### src/hdl/eb_pkg.sv
// ==========================================================================
// Shared constants for the engine-brake level control.
// ==========================================================================
package eb_pkg;

	// ======================================================================
	// Permission thresholds.
	// ======================================================================
	// Engine speed must be above this figure, in rpm.
	localparam int          RPM_MIN       = 800;
	// Accelerator position must be below this figure, in percent.
	localparam logic [7:0]  PEDAL_MAX_PCT = 8'h07;
	// Vehicle speed that counts as standing still, in mph.
	localparam int          SPEED_STILL   = 0;

	// ======================================================================
	// Brake levels and the solenoid pattern for each.
	// ======================================================================
	localparam logic [1:0]  LVL_OFF  = 2'h0;
	localparam logic [1:0]  LVL_LOW  = 2'h1;
	localparam logic [1:0]  LVL_MED  = 2'h2;
	localparam logic [1:0]  LVL_HIGH = 2'h3;

	localparam logic [2:0]  SOL_OFF  = 3'h0;
	localparam logic [2:0]  SOL_LOW  = 3'h1;
	localparam logic [2:0]  SOL_MED  = 3'h3;
	localparam logic [2:0]  SOL_HIGH = 3'h7;

	// ======================================================================
	// Brake-initiation modes while the cruise switch is on.
	// ======================================================================
	localparam logic [1:0]  MODE_FOLLOW = 2'h0;
	localparam logic [1:0]  MODE_HOLD   = 2'h1;
	localparam logic [1:0]  MODE_SWITCH = 2'h2;

	// Auxiliary drive configuration code for none selected.
	localparam logic [1:0]  AUX_CFG_NONE = 2'h0;

	// ======================================================================
	// State of the brake-triggered hold latch.
	// ======================================================================
	typedef enum logic [1:0]
	{
		HOLD_IDLE = 2'h1,
		HOLD_SET  = 2'h2
	} hold_st_t;

endpackage

### src/hdl/engage_delay.sv
`timescale 1ns/100ps
// ==========================================================================
// Engagement delay: counts control ticks while a request stands.
// ==========================================================================
module engage_delay
#(
	parameter int DLY_W = 8
)
(
	// Clock and reset.
	input  wire logic             clk,
	input  wire logic             rst_n,
	// Control tick.
	input  wire logic             tick,
	// Request and delay in ticks.
	input  wire logic             want,
	input  wire logic [DLY_W-1:0] delay,
	// Request has waited long enough.
	output logic                  fire
);

	logic [DLY_W-1:0] cnt_ff;

	// A zero-width count could not hold any delay.
	if (DLY_W < 1)
		$error("DLY_W must be positive");

	// ======================================================================
	// Tick counter.
	// ======================================================================
	// A dropped request clears the count, so each new request waits the
	// whole delay again; release itself is never delayed.
	always_ff @(posedge clk)
	begin
		if (!rst_n)
			cnt_ff <= '0;
		else if (tick && !want)
			cnt_ff <= '0;
		else if (tick && cnt_ff < delay)
			cnt_ff <= cnt_ff + 1'b1;
	end

	// The count saturates at the delay, so a later shorter delay still fires.
	assign fire = want && (cnt_ff >= delay);

endmodule

### src/hdl/brake_level_ctrl.sv
`timescale 1ns/100ps
// ==========================================================================
// Engine-brake level control.
// ==========================================================================
module brake_level_ctrl
#(
	parameter int RPM_W = 16,
	parameter int SPD_W = 8,
	parameter int DLY_W = 8
)
(
	// Clock, reset and control tick.
	input  wire logic             REF_CLK,
	input  wire logic             RST_N,
	input  wire logic             TICK,
	// Cab level switches, high when shorted to sensor common.
	input  wire logic             SW_LOW_SHORT,
	input  wire logic             SW_MED_SHORT,
	// Engine and pedal state.
	input  wire logic [RPM_W-1:0] ENGINE_RPM,
	input  wire logic [7:0]       PEDAL_PCT,
	input  wire logic             CLUTCH_PRESSED,
	input  wire logic             SERVICE_BRAKE,
	input  wire logic             FUELING,
	// Vehicle and cruise state.
	input  wire logic [SPD_W-1:0] VEH_SPEED,
	input  wire logic             CRUISE_SW_ON,
	input  wire logic             CRUISE_ACTIVE,
	input  wire logic [SPD_W-1:0] CRUISE_SET_SPEED,
	// Auxiliary drive state.
	input  wire logic             AUX_DRIVE_ACTIVE_INPUT,
	input  wire logic [1:0]       AUX_DRIVE_CFG,
	// Programmed options.
	input  wire logic [1:0]       BRAKE_MODE,
	input  wire logic             AUTO_CRUISE_EN,
	input  wire logic [SPD_W-1:0] MIN_VEH_SPEED,
	input  wire logic [SPD_W-1:0] OVERSPEED_OFS,
	input  wire logic [SPD_W-1:0] SPEED_INC,
	input  wire logic [DLY_W-1:0] DELAY_TICKS,
	// Brake outputs.
	output logic [1:0]            BRAKE_LEVEL,
	output logic [2:0]            SOL_DRIVE,
	output logic                  AUX_BRAKE_EN
);

	// ======================================================================
	// Elaboration checks.
	// ======================================================================
	// The rpm field must hold the threshold; other widths must be positive.
	if (RPM_W < 10 || SPD_W < 1 || DLY_W < 1)
		$error("widths too narrow for thresholds, speeds or delays");
	localparam logic [RPM_W-1:0] RPM_MIN_W = RPM_W'(eb_pkg::RPM_MIN);
	localparam logic [SPD_W-1:0] SPD_STILL = SPD_W'(eb_pkg::SPEED_STILL);

	// ======================================================================
	// Functions.
	// ======================================================================
	// Lower of two levels; level codes are ordered by strength.
	function automatic logic [1:0] min_lvl(input logic [1:0] a,
		input logic [1:0] b);
		min_lvl = (a < b) ? a : b;
	endfunction

	// Solenoid pattern for a level.
	function automatic logic [2:0] sol_of(input logic [1:0] lvl);
		case (lvl)
			eb_pkg::LVL_LOW:  sol_of = eb_pkg::SOL_LOW;
			eb_pkg::LVL_MED:  sol_of = eb_pkg::SOL_MED;
			eb_pkg::LVL_HIGH: sol_of = eb_pkg::SOL_HIGH;
			default:          sol_of = eb_pkg::SOL_OFF;
		endcase
	endfunction

	// Level asked for by the overspeed above the cruise set speed. The
	// sums are two bits wider so a large offset cannot wrap around.
	function automatic logic [1:0] auto_lvl(
		input logic [SPD_W-1:0] spd,
		input logic [SPD_W-1:0] set,
		input logic [SPD_W-1:0] ofs,
		input logic [SPD_W-1:0] inc);
		logic [SPD_W+1:0] sp, t_low, t_med, t_high;
		sp     = {2'h0, spd};
		t_low  = {2'h0, set} + {2'h0, ofs};
		t_med  = t_low + {2'h0, inc};
		t_high = t_med + {2'h0, inc};
		if (sp > t_high)
			auto_lvl = eb_pkg::LVL_HIGH;
		else if (sp > t_med)
			auto_lvl = eb_pkg::LVL_MED;
		else if (sp > t_low)
			auto_lvl = eb_pkg::LVL_LOW;
		else
			auto_lvl = eb_pkg::LVL_OFF;
	endfunction

	// ======================================================================
	// Internal signals.
	// ======================================================================
	logic             [1:0] sel_lvl, req_lvl;
	logic                   base_ok, spd_inhibit, aux_inhibit, permit;
	logic                   eng_want, aux_want, eng_fire, aux_fire;
	logic                   modes_apply, hold_release;
	eb_pkg::hold_st_t       hold_st_ff, nxt_hold_st;
	logic             [1:0] level_ff;
	logic             [2:0] sol_ff;
	logic                   aux_ff, want_prev_ff;

	// ======================================================================
	// Switch decode and permission.
	// ======================================================================
	// Low switch carries bit 0 and medium bit 1 of the level code.
	assign sel_lvl = {SW_MED_SHORT, SW_LOW_SHORT};
	// Base conditions hold whatever the programmed options are.
	assign base_ok = (ENGINE_RPM > RPM_MIN_W) &&
		(PEDAL_PCT < eb_pkg::PEDAL_MAX_PCT) &&
		!CLUTCH_PRESSED;
	// A minimum of zero never inhibits, since no speed lies below it.
	assign spd_inhibit = (MIN_VEH_SPEED != SPD_STILL) &&
		(VEH_SPEED > SPD_STILL) &&
		(VEH_SPEED < MIN_VEH_SPEED);
	// An active auxiliary drive with any configuration other than none blocks braking.
	assign aux_inhibit = AUX_DRIVE_ACTIVE_INPUT &&
		(AUX_DRIVE_CFG != eb_pkg::AUX_CFG_NONE);
	// Fueling blocks every activation this block would start itself.
	assign permit = base_ok && !spd_inhibit && !aux_inhibit &&
		!FUELING;
	// Initiation modes govern only with the switch on and cruise idle.
	assign modes_apply = CRUISE_SW_ON && !CRUISE_ACTIVE;

	// ======================================================================
	// Brake-triggered hold latch.
	// ======================================================================
	// Throttle counts as pressed once the pedal reaches the threshold.
	assign hold_release = (PEDAL_PCT >= eb_pkg::PEDAL_MAX_PCT) ||
		CLUTCH_PRESSED || (ENGINE_RPM < RPM_MIN_W) ||
		!modes_apply || (BRAKE_MODE != eb_pkg::MODE_HOLD);

	// Next latch state; leaving the mode or cruise also drops it.
	always_comb
	begin
		nxt_hold_st = hold_st_ff;
		case (hold_st_ff)
			eb_pkg::HOLD_IDLE:
				if (!hold_release && SERVICE_BRAKE && permit)
					nxt_hold_st = eb_pkg::HOLD_SET;
			eb_pkg::HOLD_SET:
				if (hold_release)
					nxt_hold_st = eb_pkg::HOLD_IDLE;
			default:
				nxt_hold_st = eb_pkg::HOLD_IDLE;
		endcase
	end

	// Latch state moves only on the control tick.
	always_ff @(posedge REF_CLK)
	begin
		if (!RST_N)
			hold_st_ff <= eb_pkg::HOLD_IDLE;
		else if (TICK)
			hold_st_ff <= nxt_hold_st;
	end

	// ======================================================================
	// Requested level.
	// ======================================================================
	// Active cruise uses automatic braking only; without it the engine
	// brake stays off, as a brake press has already cancelled cruise.
	always_comb
	begin
		req_lvl = eb_pkg::LVL_OFF;
		if (CRUISE_ACTIVE)
			req_lvl = AUTO_CRUISE_EN ? min_lvl(sel_lvl,
				auto_lvl(VEH_SPEED, CRUISE_SET_SPEED,
				OVERSPEED_OFS, SPEED_INC)) : eb_pkg::LVL_OFF;
		else if (CRUISE_SW_ON)
		begin
			case (BRAKE_MODE)
				eb_pkg::MODE_FOLLOW:
					if (SERVICE_BRAKE)
						req_lvl = sel_lvl;
				eb_pkg::MODE_HOLD:
					if (SERVICE_BRAKE ||
						hold_st_ff == eb_pkg::HOLD_SET)
						req_lvl = sel_lvl;
				default:
					req_lvl = sel_lvl;
			endcase
		end
		else
			req_lvl = sel_lvl;
	end

	assign eng_want = permit && (req_lvl != eb_pkg::LVL_OFF);

	// Auxiliary brake: base conditions, a brake press while the cruise
	// switch is on, and never during active cruise.
	assign aux_want = base_ok && !aux_inhibit && !FUELING &&
		!CRUISE_ACTIVE &&
		(!CRUISE_SW_ON || SERVICE_BRAKE);

	// ======================================================================
	// Engagement delays.
	// ======================================================================
	engage_delay #(.DLY_W (DLY_W))
	u_eng_delay
	(
		.clk   (REF_CLK),
		.rst_n (RST_N),
		.tick  (TICK),
		.want  (eng_want),
		.delay (DELAY_TICKS),
		.fire  (eng_fire)
	);

	engage_delay #(.DLY_W (DLY_W))
	u_aux_delay
	(
		.clk   (REF_CLK),
		.rst_n (RST_N),
		.tick  (TICK),
		.want  (aux_want),
		.delay (DELAY_TICKS),
		.fire  (aux_fire)
	);

	// ======================================================================
	// Output registers.
	// ======================================================================
	// Level and solenoids change together, so they never disagree. A
	// level change while engaged takes effect at once, with no delay.
	always_ff @(posedge REF_CLK)
	begin
		if (!RST_N)
		begin
			level_ff <= eb_pkg::LVL_OFF;
			sol_ff   <= eb_pkg::SOL_OFF;
		end
		else if (TICK)
		begin
			level_ff <= eng_fire ? req_lvl : eb_pkg::LVL_OFF;
			sol_ff   <= sol_of(eng_fire ? req_lvl : eb_pkg::LVL_OFF);
		end
	end
	// Auxiliary brake drives high to brake and drops on the failing tick.
	always_ff @(posedge REF_CLK)
	begin
		if (!RST_N)
			aux_ff <= 1'b0;
		else if (TICK)
			aux_ff <= aux_fire;
	end
	// Request seen on the previous tick, for the delay check only.
	always_ff @(posedge REF_CLK)
	begin
		if (!RST_N)
			want_prev_ff <= 1'b0;
		else if (TICK)
			want_prev_ff <= eng_want;
	end

	assign BRAKE_LEVEL  = level_ff;
	assign SOL_DRIVE    = sol_ff;
	assign AUX_BRAKE_EN = aux_ff;
endmodule

### config.mk
export PLATFORM = sky130hd
export DESIGN_NAME = brake_level_ctrl
export DESIGN_NICKNAME = d
export VERILOG_FILES = /design/src/hdl/eb_pkg.sv /design/src/hdl/engage_delay.sv /design/src/hdl/brake_level_ctrl.sv
export SDC_FILE = /design/constraint.sdc
export NUM_CORES = 1
export LEC_CHECK = 0
export BUFFER_PORTS_ARGS = -buffer_cell sky130_fd_sc_hd__buf_2
export CAP_MARGIN = 0
export CORE_ASPECT_RATIO = 1.2
export CORE_MARGIN = 10
export CORE_UTILIZATION = 46
export DETAILED_ROUTE_END_ITERATION = 10
export PLACE_DENSITY = 0.81
export SYNTH_ARGS = -nofsm -noshare
export SYNTH_HDL_FRONTEND = slang
export SYNTH_SLANG_ARGS = --single-unit
### constraint.sdc
create_clock -name REF_CLK -period 6.16 [get_ports REF_CLK]
set_clock_uncertainty 0.05 [all_clocks]
set_input_delay 0.616 -clock REF_CLK [delete_from_list [all_inputs] [get_ports REF_CLK]]
set_output_delay 0.616 -clock REF_CLK [all_outputs]
set_load 0.005 [all_outputs]
==> run metrics <==
Maximum Capacitance Violations 0; Power Density 232.2 mW/mm2; largest net degree at the start of global routing 14; grt met3 use 3.964%; Gate Count Post-Synth 450; Final #Nets 711; Crit. End Element flop; H-tree depth 1; Synth Area per Inst roughly 8 um2; Post-synth EDFFs 0; Final setup viols 0; status completed; top-count cell post-synth ha_1; clock sinks 23; die height 116.7 um; peak per-stage delay on the critical path between 0.4 and 0.5 ns; Vias/cell 5.686; Ys Warns 0; met2 usage approximately 29%; GR Util met1 approximately 17%; Tmin final 5.708 ns; number of DRC markers in iteration 0 129; fraction of layout instances using a drive strength above 1 20.40%; Post-synth top cells 75 x ha_1, 49 x inv_1, 35 x nor2_1, 24 x a21oi_1; crit path DAT approximately 5.8 ns; Die X 100.6 um; worst-case clock buffer depth 2; Synth top area share 26.20%; post-placement cell area just over 0.004 mm2; Most Crowded Layer GR met2; Initial Utilization 47.01%; Final Hold Viols 0; clock-pin slew on the worst setup and hold paths roughly 0.09 ns; global-route wire length before repair 15.34 mm; 1st-pass router iterations 4; XOR/XNOR Fraction of Synth Area 7.824%; HPWL Detailed 8.379 mm; Synth area leader ha_1; n_diodes 0; simple-gate share of the synthesized area 21.27%; final worst path period share 92.67%; Critical Path Source Type input port; Rel. slew slack 59.03%; TNS Setup 0 ns; IO Count 94; Slew Limit Fails 0; Row Count 35; Post-CTS Hold Buffers 0; Yosys reg bits 23; Buf+Inv Stages, Crit Path 3; grt ovf 0; Fmax achieved 0.1752 GHz; Post-Syn Area 0.003582 mm2; cell mode on critical path ha_1; vias in the first global route between 3000 and 4000; Setup Crit Path Kind in -> reg; I/O Buffers 93; Finished Cell Area around 0.0042 mm2; Placeable Area 0.007620 mm2; Inserted Clock Buffers 3; drt drc 0; Leak 0.002088 uW; DR WL/cell 15.04 um; GPL Wtd Cong between 0.9 and 1; Async SR Flop Fraction 0%; Synth cell types 64; initial antenna violation count 0; critical path data required time 6.29 ns; type of the tightest min-delay check reg -> reg; clk root buf clkbuf_8; Filler cells 712; crit-path max FO 5; Post-DRT Antenna Nets 0; CTS tree done; Synth Area in Compound Gates 23.47%; Area Growth Syn to Fin 16.94%; GRT Overall Usage about 15%; top_reg_cell synth dfxtp_1; post-synthesis sequential area ratio approximately 13%; largest family of logic cells by synthesized area adder cells; top cells by area, synth ha_1 26%, dfxtp_1 13%, inv_1 5.1%; later-pin clock latency in the skew report ~0.27 ns; DIE AREA 0.01173 mm2; syn_nets approximately 600; total number of vias 3616; area share of fa/ha/maj cells after synthesis around 28%; mux share of post-synthesis cell area less than 1%; Peak VDD IR around 140 uV; Post-Route WL ~9.6 mm; cell family with most CP delay compound AO/OA/AOI/OAI gates; RSZ-0062 raised after global routing no; worst-margin pin slew 0.5990 ns; critical path's slowest cell fa_1
==> final cells by class <==
type | count | area (um2) | area share (%)
inverter | 49 | 183.9 | 4.391
tap | 92 | 115.1 | 2.748
clock buffer | 3 | 41.29 | 0.9857
clock inverter | 1 | 5.005 | 0.1195
sequential | 23 | 460.4 | 10.99
timing repair buffer | 95 | 480.5 | 11.47
multi-input combinational | 373 | 2903 | 69.29
==> cell families (layout without fill, tap and decap cells) <==
group / Yosys count / after routing
xor+xnor: 32 / 32
mux: 2 / 2
fa+ha+maj: 78 / 78
compound gates: 116 / 116
buf+inv: 54 / 148
simple gates: 145 / 145
flops: 23 / 23
==> worst paths after layout <==
kind / startpoint / endpoint / cells past startpoint / slack [ns]
setup / recovery: CRUISE_SET_SPEED[0] / u_eng_delay.cnt_ff[7] / 26 / 0.45
hold reg to reg: BRAKE_LEVEL[0] / BRAKE_LEVEL[0] / 1 / 0.42
hold / removal: BRAKE_LEVEL[0] / BRAKE_LEVEL[0] / 1 / 0.42
setup reg to reg: u_eng_delay.cnt_ff[1] / u_eng_delay.cnt_ff[4] / 9 / 3.85
==> metrics by stage <==
step	total power [uW]	util, %	std cells	hold slack, ns	setup WS [ns]
finish	972.8	54.98	636	0.4220	0.4517
global route	1071	54.98	636	0.4589	0.02917
CTS	971.8	54.88	635	0.4291	0.4153
detailed placement	873.4	54.27	631	0.4088	0.1483
global placement	847.6	54.27	631	0.3993	0.3624
floorplan	704.8	-	450	0.3995	0.7319
==> routing by layer <==
metal,wire [um],vias to the layer above
met5,0,-
met4,51,0
met3,706,4
met2,4697,95
met1,4113,1670
li1,-,1847
==> cells in the final DEF (no fill, tap or decap), types with 2 or more instances in the layout <==
cell type  netlist  routed
a31o_2           2       2
a211oi_1         6       6
buf_4            1       2
xor2_1          14      14
o211a_1          2       2
a21o_1          13      13
o21bai_1         5       5
inv_1           49      49
nand3b_1         3       3
or4_1            3       3
buf_2            0      93
dfxtp_1         23      23
and4b_1          4       4
a31oi_1          2       2
a21oi_1         24      24
fa_1             3       3
o31ai_1          5       5
nand2_1         23      23
clkbuf_8         0       3
nor2_1          35      35
and4_1           4       4
o22ai_1          3       3
nor2b_1          8       8
xnor2_1         18      18
nand3_1         12      12
o21ai_0         16      16
a211o_1          2       2
o22a_1           2       2
o211ai_1         2       2
ha_1            75      75
o21a_1          10      10
and2_1           3       3
nand4_1         12      12
nor4_1           9       9
nand2b_1         9       9
nor3_1          17      17
==> power by group <==
part           internal [uW]  switching, uW  total (uW)
registers                150           1.51         151
logic                    316            410         725
clock network           45.3           50.9        96.2
==> flip-flops by register name, summed over array words and instances, names as in the netlist <==
register,flops
AUX_BRAKE_EN,1
BRAKE_LEVEL,2
SOL_DRIVE,2
hold_st_ff,2
u_aux_delay.cnt_ff,8
u_eng_delay.cnt_ff,8
==> worst reg2reg max path: cells and delay by family, from the launching register on <==
| family | cells | cell delay, ns |
|---|---|---|
| flip-flops | 1 | 0.41 |
| AND/OR/NAND/NOR | 4 | 1.01 |
| AO/OA/AOI/OAI | 3 | 0.41 |
| adder cells (fa/ha/maj) | 1 | 0.27 |
| XOR/XNOR | 1 | 0.10 |
==> timing repair <==
item,CTS,global route
gates resized for setup,0,0
setup buffers,0,1
endpoints found under the hold margin,0,0
endpoints found under the setup margin,0,2
(Power assumes the default switching activity.)
